$ cat config.mk
export PLATFORM = sky130hd
export DESIGN_NAME = acc_ctrl
export DESIGN_NICKNAME = d
export VERILOG_FILES = /design/src/logic/acc_pkg.sv /design/src/logic/acc_ctrl.sv
export VERILOG_INCLUDE_DIRS = /design/src /design/src/logic
export SDC_FILE = /design/constraint.sdc
export NUM_CORES = 1
export LEC_CHECK = 0
export ABC_AREA = 0
export BUFFER_PORTS_ARGS = -buffer_cell sky130_fd_sc_hd__buf_2
export CELL_PAD_IN_SITES_DETAIL_PLACEMENT = 1
export CELL_PAD_IN_SITES_GLOBAL_PLACEMENT = 2
export CORE_ASPECT_RATIO = 1.5
export CORE_MARGIN = 4
export CORE_UTILIZATION = 38
export CTS_CLUSTER_SIZE = 14
export DETAILED_ROUTE_END_ITERATION = 10
export PLACE_DENSITY = 0.78
export SLEW_MARGIN = 20
export SYNTH_ARGS = -nofsm -noshare
export SYNTH_HDL_FRONTEND = slang
export SYNTH_SLANG_ARGS = --single-unit
$ cat constraint.sdc
create_clock -name CLK -period 7 [get_ports CLK]
set_input_delay 0.35 -clock CLK [delete_from_list [all_inputs] [get_ports CLK]]
set_output_delay 0.35 -clock CLK [all_outputs]
set_load 0.05 [all_outputs]
$ cat src/logic/acc_consts.svh
// register offsets, field positions, reset values and timing figures of the channel control block
`ifndef ACC_CONSTS_SVH
`define ACC_CONSTS_SVH

`define ACC_OFS_GEN 6'h00
`define ACC_OFS_STAT 6'h04
`define ACC_OFS_PINF 6'h08
`define ACC_OFS_DIR 6'h0c
`define ACC_OFS_DRV 6'h10
`define ACC_OFS_OUTL 6'h14
`define ACC_OFS_INL 6'h18
`define ACC_OFS_SEQ 6'h1c
`define ACC_OFS_RES 6'h20
`define ACC_OFS_THR 6'h24
`define ACC_OFS_ADDR 6'h28
`define ACC_OFS_CRC 6'h2c

`define ACC_GEN_CAL 0
`define ACC_GEN_RST 1
`define ACC_GEN_AUTO 2
`define ACC_GEN_AVG 3
`define ACC_GEN_START 4
`define ACC_STAT_READY 0
`define ACC_STAT_BUSY 1
`define ACC_STAT_ALERT 2
`define ACC_STAT_CAL 3
`define ACC_CRC_CLR 8

`define ACC_ADDR_BASE 7'h10
`define ACC_THR_HI_RST 12'hfff
`define ACC_THR_LO_RST 12'h000
`define ACC_SAR_MID 12'h800
`define ACC_SAR_TOP 4'hb
`define ACC_AVG_LAST 4'hf
`define ACC_CRC_POLY 8'h07
`define ACC_RESP_OK 2'b00
`define ACC_RESP_ERR 2'b10

`define ACC_CLK_MHZ 125
`define ACC_CLK_NS 8
`define ACC_T_PU_MS 5
`define ACC_T_RST_MS 5
`define ACC_T_ACQ_NS 300
`define ACC_ACQ_CYC ((`ACC_T_ACQ_NS + `ACC_CLK_NS - 1) / `ACC_CLK_NS)
`define ACC_SETTLE_CYC 5
`define ACC_STRAP_CYC 20'h5

`endif

$ cat src/logic/acc_pkg.sv
// types shared by the channel control block
package acc_pkg;

	typedef enum logic [3:0] {
		ACC_IDLE = 4'h1,
		ACC_ACQ = 4'h2,
		ACC_TRY = 4'h4,
		ACC_DONE = 4'h8
	} acc_state_t;

	typedef struct packed {
		logic [7:0] pin_func;
		logic [7:0] dir;
		logic [7:0] drive;
		logic [7:0] out_lvl;
		logic cal;
		logic auto_en;
		logic avg_en;
		logic start;
		logic [7:0] auto_sel;
		logic [2:0] man_ch;
		logic [11:0] thr_hi;
		logic [11:0] thr_lo;
	} acc_cfg_t;

	typedef struct packed {
		logic [7:0] ch_s1;
		logic [7:0] ch_s2;
		logic [7:0] ch_s3;
		logic [7:0] ch_lvl;
		logic cmp_s1;
		logic cmp_s2;
		logic cmp_s3;
		logic cmp_lvl;
		logic [2:0] adr_s1;
		logic [2:0] adr_s2;
		logic [2:0] adr_s3;
		logic [2:0] adr_lvl;
		acc_cfg_t cfg;
		logic rst;
		logic ready;
		logic [19:0] timer;
		logic alert;
		logic [6:0] bus_addr;
		logic [7:0] crc;
		acc_state_t st;
		logic [2:0] ch;
		logic [11:0] code;
		logic [3:0] bitn;
		logic [5:0] wait_cnt;
		logic cal_run;
		logic [11:0] offset;
		logic [15:0] acc;
		logic [3:0] navg;
		logic [15:0] result;
		logic [2:0] res_ch;
		logic aw_ok;
		logic w_ok;
		logic [5:0] awaddr;
		logic [31:0] wdata;
		logic [3:0] wstrb;
		logic bvalid;
		logic [1:0] bresp;
		logic rvalid;
		logic [31:0] rdata;
		logic [1:0] rresp;
	} acc_regs_t;

endpackage

$ cat src/logic/acc_ctrl.sv
// channel configuration, conversion sequencing and register slave of the eight-channel converter
`timescale 1ns/1ps
`default_nettype none
`include "acc_consts.svh"

module acc_ctrl #(
	parameter int PU_CYCLES = `ACC_T_PU_MS * `ACC_CLK_MHZ * 1000,
	parameter int RST_CYCLES = `ACC_T_RST_MS * `ACC_CLK_MHZ * 1000,
	parameter int ADDR_W = 6
) (
	input wire logic CLK, // block clock, 125 MHz
	input wire logic NRST, // asynchronous reset, active low
	input wire logic [ADDR_W-1:0] S_AXI_AWADDR, // write address
	input wire logic S_AXI_AWVALID, // write address valid
	output logic S_AXI_AWREADY, // write address ready
	input wire logic [31:0] S_AXI_WDATA, // write data
	input wire logic [3:0] S_AXI_WSTRB, // write byte strobes
	input wire logic S_AXI_WVALID, // write data valid
	output logic S_AXI_WREADY, // write data ready
	output logic [1:0] S_AXI_BRESP, // write response
	output logic S_AXI_BVALID, // write response valid
	input wire logic S_AXI_BREADY, // write response ready
	input wire logic [ADDR_W-1:0] S_AXI_ARADDR, // read address
	input wire logic S_AXI_ARVALID, // read address valid
	output logic S_AXI_ARREADY, // read address ready
	output logic [31:0] S_AXI_RDATA, // read data
	output logic [1:0] S_AXI_RRESP, // read response
	output logic S_AXI_RVALID, // read data valid
	input wire logic S_AXI_RREADY, // read data ready
	input wire logic [7:0] CH_IN, // channel pin levels
	output logic [7:0] CH_OUT, // channel pin output values
	output logic [7:0] CH_OE, // channel pin output enables
	input wire logic COMP_IN, // comparator, high when input is at or above the trial code
	output logic [11:0] DAC_CODE, // trial code of the successive approximation
	output logic [2:0] MUX_SEL, // channel routed to the sampler
	output logic SAMPLE, // sampling switch closed
	output logic CAL_ZERO, // sampler tied to ground for offset calibration
	input wire logic [2:0] ADDR_STRAP, // decoded strap: bit2 upper resistor, bits1:0 value
	output logic [6:0] BUS_ADDR, // serial bus address in use
	output logic SCL_STRETCH_OE, // holds the serial clock low during a host conversion
	output logic ALERT, // threshold alert to the host
	output logic READY // device operational
);
	import acc_pkg::*;

	localparam logic [19:0] PU_LAST = 20'(PU_CYCLES - 1);
	localparam logic [19:0] RST_LAST = 20'(RST_CYCLES - 1);
	localparam logic [5:0] ACQ_LAST = 6'(`ACC_ACQ_CYC - 1);
	localparam logic [5:0] SETTLE_LAST = 6'(`ACC_SETTLE_CYC - 1);

	localparam acc_cfg_t CFG_RST = '{
		thr_hi: `ACC_THR_HI_RST,
		thr_lo: `ACC_THR_LO_RST,
		default: '0
	};

	localparam acc_regs_t REGS_RST = '{
		cfg: CFG_RST,
		st: ACC_IDLE,
		bus_addr: `ACC_ADDR_BASE,
		bresp: `ACC_RESP_OK,
		rresp: `ACC_RESP_OK,
		default: '0
	};

	acc_regs_t s_q;
	acc_regs_t s_d;

	// next analog channel after c among those in m, wrapping round
	function automatic logic [2:0] next_ch(input logic [7:0] m, input logic [2:0] c);
		logic [2:0] r;
		logic found;
		logic [2:0] idx;
		r = c;
		found = 1'b0;
		for (int k = 1; k <= 8; k++) begin
			idx = 3'(c + 3'(k));
			if (!found && m[idx]) begin
				r = idx;
				found = 1'b1;
			end
		end
		return r;
	endfunction

	// one byte through the crc, polynomial x^8 + x^2 + x + 1
	function automatic logic [7:0] crc8(input logic [7:0] c, input logic [7:0] b);
		logic [7:0] r;
		r = c ^ b;
		for (int k = 0; k < 8; k++) begin
			r = r[7] ? ((r << 1) ^ `ACC_CRC_POLY) : (r << 1);
		end
		return r;
	endfunction

	function automatic logic [31:0] merge(input logic [31:0] cur, input logic [31:0] wd, input logic [3:0] be);
		logic [31:0] r;
		r = cur;
		for (int k = 0; k < 4; k++) begin
			if (be[k]) begin
				r[k*8 +: 8] = wd[k*8 +: 8];
			end
		end
		return r;
	endfunction

	// bit 32 marks a mapped offset
	function automatic logic [32:0] rd_word(input acc_regs_t s, input logic [5:0] a);
		logic [32:0] r;
		r = {1'b1, 32'h0};
		case ({a[5:2], 2'b00})
			`ACC_OFS_GEN: begin
				r[`ACC_GEN_CAL] = s.cfg.cal;
				r[`ACC_GEN_RST] = s.rst;
				r[`ACC_GEN_AUTO] = s.cfg.auto_en;
				r[`ACC_GEN_AVG] = s.cfg.avg_en;
				r[`ACC_GEN_START] = s.cfg.start;
			end
			`ACC_OFS_STAT: begin
				r[`ACC_STAT_READY] = s.ready;
				r[`ACC_STAT_BUSY] = (s.st != ACC_IDLE);
				r[`ACC_STAT_ALERT] = s.alert;
				r[`ACC_STAT_CAL] = s.cal_run;
				r[14:8] = s.bus_addr;
			end
			`ACC_OFS_PINF: r[7:0] = s.cfg.pin_func;
			`ACC_OFS_DIR: r[7:0] = s.cfg.dir;
			`ACC_OFS_DRV: r[7:0] = s.cfg.drive;
			`ACC_OFS_OUTL: r[7:0] = s.cfg.out_lvl;
			`ACC_OFS_INL: r[7:0] = s.ch_lvl & s.cfg.pin_func & ~s.cfg.dir;
			`ACC_OFS_SEQ: begin
				r[7:0] = s.cfg.auto_sel;
				r[10:8] = s.cfg.man_ch;
			end
			`ACC_OFS_RES: begin
				r[15:0] = s.result;
				r[18:16] = s.res_ch;
			end
			`ACC_OFS_THR: begin
				r[11:0] = s.cfg.thr_lo;
				r[27:16] = s.cfg.thr_hi;
			end
			`ACC_OFS_ADDR: r[6:0] = s.bus_addr;
			`ACC_OFS_CRC: r[7:0] = s.crc;
			default: r = {1'b0, 32'h0};
		endcase
		return r;
	endfunction

	always_comb begin
		logic [7:0] anl_auto;
		logic [11:0] corr;
		logic [11:0] cmp12;
		logic [15:0] res;
		logic alert_hit;
		logic soft_go;
		logic [32:0] cur;
		logic [31:0] wm;
		anl_auto = 8'h0;
		corr = 12'h0;
		cmp12 = 12'h0;
		res = 16'h0;
		alert_hit = 1'b0;
		soft_go = 1'b0;
		cur = 33'h0;
		wm = 32'h0;
		s_d = s_q;

		// a pin level counts once the second and third stage agree
		s_d.ch_s1 = CH_IN;
		s_d.ch_s2 = s_q.ch_s1;
		s_d.ch_s3 = s_q.ch_s2;
		s_d.ch_lvl = (s_q.ch_s2 & s_q.ch_s3) | (s_q.ch_lvl & (s_q.ch_s2 ^ s_q.ch_s3));
		s_d.cmp_s1 = COMP_IN;
		s_d.cmp_s2 = s_q.cmp_s1;
		s_d.cmp_s3 = s_q.cmp_s2;
		s_d.cmp_lvl = (s_q.cmp_s2 & s_q.cmp_s3) | (s_q.cmp_lvl & (s_q.cmp_s2 ^ s_q.cmp_s3));
		s_d.adr_s1 = ADDR_STRAP;
		s_d.adr_s2 = s_q.adr_s1;
		s_d.adr_s3 = s_q.adr_s2;
		s_d.adr_lvl = (s_q.adr_s2 & s_q.adr_s3) | (s_q.adr_lvl & (s_q.adr_s2 ^ s_q.adr_s3));

		// power-up and soft reset delay; the strap is caught once the filter has settled
		if (!s_q.ready) begin
			s_d.timer = s_q.timer + 20'h1;
			if (s_q.timer == `ACC_STRAP_CYC) begin
				s_d.bus_addr = `ACC_ADDR_BASE | {4'h0, s_q.adr_lvl};
			end
			if (s_q.rst ? (s_q.timer == RST_LAST) : (s_q.timer == PU_LAST)) begin
				s_d.ready = 1'b1;
				s_d.rst = 1'b0;
			end
		end

		// successive approximation sequencer
		anl_auto = s_q.cfg.auto_sel & ~s_q.cfg.pin_func;
		case (s_q.st)
			ACC_IDLE: begin
				s_d.wait_cnt = 6'h0;
				s_d.navg = 4'h0;
				s_d.acc = 16'h0;
				if (s_q.ready) begin
					if (s_q.cfg.cal) begin
						s_d.cal_run = 1'b1;
						s_d.st = ACC_ACQ;
					end else if (s_q.cfg.auto_en && (anl_auto != 8'h0)) begin
						s_d.ch = next_ch(anl_auto, s_q.ch);
						s_d.st = ACC_ACQ;
					end else if (s_q.cfg.start) begin
						s_d.ch = s_q.cfg.man_ch;
						s_d.st = ACC_ACQ;
					end
				end
			end
			ACC_ACQ: begin
				s_d.code = `ACC_SAR_MID;
				s_d.bitn = `ACC_SAR_TOP;
				s_d.wait_cnt = s_q.wait_cnt + 6'h1;
				if (s_q.wait_cnt == ACQ_LAST) begin
					s_d.wait_cnt = 6'h0;
					s_d.st = ACC_TRY;
				end
			end
			ACC_TRY: begin
				// the comparator reaches us through three stages, so each trial waits for it
				s_d.wait_cnt = s_q.wait_cnt + 6'h1;
				if (s_q.wait_cnt == SETTLE_LAST) begin
					s_d.wait_cnt = 6'h0;
					if (!s_q.cmp_lvl) begin
						s_d.code[s_q.bitn] = 1'b0;
					end
					if (s_q.bitn == 4'h0) begin
						s_d.st = ACC_DONE;
					end else begin
						s_d.bitn = s_q.bitn - 4'h1;
						s_d.code[4'(s_q.bitn - 4'h1)] = 1'b1;
					end
				end
			end
			ACC_DONE: begin
				// straight binary, floored at 000 after offset removal
				corr = (s_q.code > s_q.offset) ? (s_q.code - s_q.offset) : 12'h000;
				if (s_q.cal_run) begin
					s_d.offset = s_q.code;
					s_d.cal_run = 1'b0;
					s_d.cfg.cal = 1'b0;
					s_d.st = ACC_IDLE;
				end else if (s_q.cfg.avg_en && (s_q.navg != `ACC_AVG_LAST)) begin
					s_d.acc = s_q.acc + {4'h0, corr};
					s_d.navg = s_q.navg + 4'h1;
					s_d.st = ACC_ACQ;
				end else begin
					res = s_q.cfg.avg_en ? (s_q.acc + {4'h0, corr}) : {4'h0, corr};
					s_d.result = res;
					s_d.res_ch = s_q.ch;
					cmp12 = s_q.cfg.avg_en ? res[15:4] : corr;
					alert_hit = (cmp12 > s_q.cfg.thr_hi) || (cmp12 < s_q.cfg.thr_lo);
					s_d.cfg.start = 1'b0;
					s_d.st = ACC_IDLE;
				end
			end
			default: s_d.st = ACC_IDLE;
		endcase

		// write channel: address and data are held until both have arrived
		if (S_AXI_AWVALID && S_AXI_AWREADY) begin
			s_d.aw_ok = 1'b1;
			s_d.awaddr = 6'(S_AXI_AWADDR);
		end
		if (S_AXI_WVALID && S_AXI_WREADY) begin
			s_d.w_ok = 1'b1;
			s_d.wdata = S_AXI_WDATA;
			s_d.wstrb = S_AXI_WSTRB;
		end
		if (s_q.bvalid && S_AXI_BREADY) begin
			s_d.bvalid = 1'b0;
		end
		if (s_q.aw_ok && s_q.w_ok && !s_q.bvalid) begin
			cur = rd_word(s_q, s_q.awaddr);
			wm = merge(cur[31:0], s_q.wdata, s_q.wstrb);
			s_d.aw_ok = 1'b0;
			s_d.w_ok = 1'b0;
			s_d.bvalid = 1'b1;
			s_d.bresp = cur[32] ? `ACC_RESP_OK : `ACC_RESP_ERR;
			case ({s_q.awaddr[5:2], 2'b00})
				`ACC_OFS_GEN: begin
					if (wm[`ACC_GEN_RST]) begin
						soft_go = 1'b1;
					end else begin
						// writes only set the self-clearing bits, so a write in the finishing cycle wins
						if (wm[`ACC_GEN_CAL]) begin
							s_d.cfg.cal = 1'b1;
						end
						if (wm[`ACC_GEN_START]) begin
							s_d.cfg.start = 1'b1;
						end
						s_d.cfg.auto_en = wm[`ACC_GEN_AUTO];
						s_d.cfg.avg_en = wm[`ACC_GEN_AVG];
					end
				end
				`ACC_OFS_STAT: begin
					// write one to clear: the merged read-back must not clear it when the byte is not written
					if (s_q.wstrb[0] && s_q.wdata[`ACC_STAT_ALERT]) begin
						s_d.alert = 1'b0;
					end
				end
				`ACC_OFS_PINF: s_d.cfg.pin_func = wm[7:0];
				`ACC_OFS_DIR: s_d.cfg.dir = wm[7:0];
				`ACC_OFS_DRV: s_d.cfg.drive = wm[7:0];
				`ACC_OFS_OUTL: s_d.cfg.out_lvl = wm[7:0];
				`ACC_OFS_SEQ: begin
					s_d.cfg.auto_sel = wm[7:0];
					s_d.cfg.man_ch = wm[10:8];
				end
				`ACC_OFS_THR: begin
					s_d.cfg.thr_lo = wm[11:0];
					s_d.cfg.thr_hi = wm[27:16];
				end
				`ACC_OFS_ADDR: s_d.bus_addr = wm[6:0];
				`ACC_OFS_CRC: s_d.crc = crc8(wm[`ACC_CRC_CLR] ? 8'h00 : s_q.crc, wm[7:0]);
				default: s_d.bresp = cur[32] ? `ACC_RESP_OK : `ACC_RESP_ERR;
			endcase
		end

		// a threshold hit in the clearing cycle still raises the alert
		if (alert_hit) begin
			s_d.alert = 1'b1;
		end

		// soft reset brings configuration, state, alert, offset, result and the address strap back to their power-up values; the crc is kept
		if (soft_go) begin
			s_d.cfg = CFG_RST;
			s_d.rst = 1'b1;
			s_d.ready = 1'b0;
			s_d.timer = 20'h0;
			s_d.alert = 1'b0;
			s_d.st = ACC_IDLE;
			s_d.cal_run = 1'b0;
			s_d.offset = 12'h000;
			s_d.result = 16'h0;
			s_d.bus_addr = `ACC_ADDR_BASE;
		end

		// read channel answers one cycle after the address is taken
		if (s_q.rvalid && S_AXI_RREADY) begin
			s_d.rvalid = 1'b0;
		end
		if (S_AXI_ARVALID && S_AXI_ARREADY) begin
			cur = rd_word(s_q, 6'(S_AXI_ARADDR));
			s_d.rvalid = 1'b1;
			s_d.rdata = cur[31:0];
			s_d.rresp = cur[32] ? `ACC_RESP_OK : `ACC_RESP_ERR;
		end
	end

	always_ff @(posedge CLK or negedge NRST) begin
		if (!NRST) begin
			s_q <= REGS_RST;
		end else begin
			s_q <= s_d;
		end
	end

	// per-channel pin drive
	for (genvar gi = 0; gi < 8; gi++) begin : g_pin
		logic is_out;
		assign is_out = s_q.cfg.pin_func[gi] & s_q.cfg.dir[gi];
		assign CH_OUT[gi] = s_q.cfg.drive[gi] & s_q.cfg.out_lvl[gi];
		// open-drain only pulls low; push-pull drives both levels
		assign CH_OE[gi] = is_out & (s_q.cfg.drive[gi] | ~s_q.cfg.out_lvl[gi]);
	end

	assign S_AXI_AWREADY = !s_q.aw_ok && !s_q.bvalid;
	assign S_AXI_WREADY = !s_q.w_ok && !s_q.bvalid;
	assign S_AXI_BVALID = s_q.bvalid;
	assign S_AXI_BRESP = s_q.bresp;
	assign S_AXI_ARREADY = !s_q.rvalid;
	assign S_AXI_RVALID = s_q.rvalid;
	assign S_AXI_RDATA = s_q.rdata;
	assign S_AXI_RRESP = s_q.rresp;

	assign DAC_CODE = s_q.code;
	assign MUX_SEL = s_q.ch;
	assign SAMPLE = (s_q.st == ACC_ACQ);
	assign CAL_ZERO = s_q.cal_run;
	assign BUS_ADDR = s_q.bus_addr;
	// a whole host conversion, about 100 cycles or 1600 with averaging, fits inside the stretch
	assign SCL_STRETCH_OE = (s_q.st != ACC_IDLE) && !s_q.cal_run && !s_q.cfg.auto_en;
	assign ALERT = s_q.alert;
	assign READY = s_q.ready;

endmodule
`default_nettype wire

==> metrics.md <==
| Metric | Value |
|---|---|
| Outcome | finished clean |
| Most common flop cell mapped by yosys | dfrtp_1 |
| Residual DRC | 0 |
| Rows | 97 |
| Die H | 275.0 µm |
| Synth Instances | 1,989 |
| Hpwl dp | 46.72 mm |
| Dpl ws | 0.7494 ns |
| Post-synth EDFFs | 0 |
| Total Wirelength | 63.55 mm |
| I/O Buffers | 132 |
| Critical path arrival | 6.65 ns |
| Area grow syn2layout | 12.77% |
| Max FO, Critical Path | 8 |
| CTS Buf Count | 36 |
| FILL cells | 5,423 |
| Die Wd | 186.0 µm |
| R2r setup slk | 0.76 ns |
| Mean Syn Cell Area | 9.082 µm² |
| Drt wl/cell | 23.84 µm |
| Max_cap viols | 0 |
| Commonest cells in the netlist | dfrtp_1, nand2_1, nor2_1 |
| Reg2Reg Capture Point | ALERT |
| Min cycle time layout | 6.239 ns |
| CP max-delay cell | fa_1 |
| Final core utilization | 43.49% |
| Tightest Pin Transition | 1.156 ns |
| Netlist cell types | 82 |
| Hold Crit Depth | 2 |
| Antenna violations before repair | 4 |
| Peak VDD IR | 0.1877 mV |
| Antenna Violating Nets Remaining | 0 |
| Tot GR Track Use | 24.96% |
| Area of the multi-input gates | 9314 µm² |
| Final setup fails | 0 |
| Layout cell share with drive strength beyond 1 | 15.07% |
| Setup crit start kind | flop |
| Worst Path Buf+Inv | 3 |
| Clock latency on the worst-skew pair | 0.55 ns |
| Hold Crit Start | S_AXI_WDATA[4] |
| Clock sink count | 304 |
| Synth top area cells | dfrtp_1, nand2_1, ha_1 |
| Fmax | 160.3 MHz |
| Mapped Area | 18,060 µm² |
| Drt pass-1 iters | 5 |
| Worst slew margin | 22.79% |
| Seq/Total Area, Yosys | 42.21% |
| Die area | 51,160 µm² |
| Async S/R FF share, synth | 100.0% |
| H-tree Lvls | 2 |
| Grt ovf | 0 |
| GPL Wtd Cong | 0.9214 |
| Layout Cell Area excl Fill | 20,370 µm² |
| Nets | 2,188 |
| Top cell type's share of synthesized area | 40.17% |
| Initial DRC count | 810 |
| Worst r2r src | DAC_CODE[0] |
| Number of I/O pins | 151 |
| Cell family with most CP delay | compound AO/OA/AOI/OAI gates |
| Pleak | 0.009393 µW |
| RSZ-0062 raised after global routing | no |
| Most area-hungry cell type in the Yosys netlist | dfrtp_1 |
| Final Hold Vio Count | 0 |
| Final Skew | 0.01935 ns |
| Initial Util | 38.56% |
| CTS clk-pin slew, worst paths | 0.06 ns |
| #FFs+latches synth | 304 |
| Crit share post-route | 89.13% |
| Most common cell in the netlist | dfrtp_1 |
| Core Box Area | 46,850 µm² |
| Worst Setup Path Type | flop to flop |
| Final Max Slew Viols | 0 |
| Final setup TNS | 0 ns |
| Final worst slack | 0.7612 ns |
| Via density | 5.861 |
| Root Buffer | clkbuf_16 |
| Worst hold path type | input port to flop |
| Hold Path End | s_q[46] |
| CTS tree | built |
| Clk buf depth | 3 |
| Placement Cell Area | 18,910 µm² |
| Register area | 7625 µm² |
| Yosys warnings | 0 |
| Worst Setup End Kind | flop |
| Worst path max stage delay | 0.43 ns |
| Vias in the first global route | 16,760 |
| Worst-case reg-to-reg path depth | 29 |
| Global-route wire length before repair | 99.13 mm |
| Worst path required time | 7.41 ns |
| Power per cell area | 368.9 nW/µm² |
| Largest net degree at the start of global routing | 125 |
| Via count | 15,630 |
| Overall Power | 7515 µW |
[logic make-up (layout without fill, tap and decap cells)]
kind of cell | count (synthesis) | count (layout) | synth area share (%)
adder cells (fa/ha/maj) | 78 | 78 | 5.486
multiplexers | 90 | 90 | 6.088
flip-flops | 304 | 304 | 42.21
AO/OA/AOI/OAI | 506 | 506 | 18.53
XOR/XNOR | 64 | 64 | 3.179
buffers and inverters | 245 | 322 | 6.448
AND/OR/NAND/NOR | 701 | 701 | 18.04
other | 1 | 7 | 0.02076
[worst reg2reg max path, delay by kind of cell (launching register included)]
family	cells	cell delay (ns)
AO/OA/AOI/OAI	15	2.69
adder cells (fa/ha/maj)	4	1.33
AND/OR/NAND/NOR	6	1.15
flip-flops	1	0.36
buffers and inverters	3	0.36
XOR/XNOR	1	0.21
[metrics by stage]
step,std cells,hold WS [ns]
after global routing,2665,0.01006
after floorplan,1994,0.05441
after CTS,2665,0.0008454
after detailed placement,2584,0.3379
after global placement,2584,0.3336
final,2666,0.03312
[layout make-up]
type                            count  area share (%)
Multi-Input combinational cell   1445           45.72
Sequential cell                   304           37.43
Timing Repair Buffer              180           5.368
Clock buffer                       49           5.061
Tap cell                          594           3.648
Inverter                           76           1.400
Clock inverter                     17           1.363
Antenna cell                        1         0.01228
[registers in the layout, indices dropped and copies added (netlist names), named ones only]
signal        flops
DAC_CODE         12
S_AXI_RRESP       1
S_AXI_BVALID      1
ALERT             1
s_d              24
S_AXI_RDATA      28
READY             1
MUX_SEL           1
CAL_ZERO          1
s_q             223
S_AXI_BRESP       1
S_AXI_RVALID      1
BUS_ADDR          7
[report_power, final]
part / internal [µW] / switching [µW]
sequential: 2120 / 496
clock: 1300 / 797
combinational: 1020 / 1780
[what timing repair did]
item | 4_1_cts | 5_1_grt
resized for setup | 0 | 0
hold buffers | 15 | 0
setup buffers | 0 | 0
hold endpoints to repair | 115 | 0
[worst max-delay path by stage]
stage               slack (ns)  depth (start not counted)    end         from
global route              0.19                         29  ALERT  DAC_CODE[0]
finish                    0.76                         29  ALERT  DAC_CODE[0]
floorplan                 1.47                         28  ALERT  DAC_CODE[0]
detailed placement        0.75                         29  ALERT  DAC_CODE[0]
CTS                       0.69                         29  ALERT  DAC_CODE[0]
global placement          0.80                         29  ALERT  DAC_CODE[0]
[cell usage in the layout, fill, tap and decap left out, types with 31 or more instances in the layout]
master,count
a21o_1,31
clkbuf_16,37
mux2_2,39
o21ai_0,116
xor2_1,32
ha_1,76
buf_4,31
a21oi_1,125
mux2i_1,39
nand2_1,260
inv_1,74
nor2_1,185
buf_2,131
nand3_1,67
a22o_1,31
dfrtp_1,290
xnor2_1,31
[metal layers]
metal / vias up / wire (µm) / GRT usage [%]
met2: 440 / 32600 / 44.51
li1: 7099 / - / -
met5: - / 34 / 0
met4: 4 / 4283 / 13.66
met3: 177 / 3053 / 4.193
met1: 7906 / 23580 / 28.05
Power figures use the tool's default switching activity.
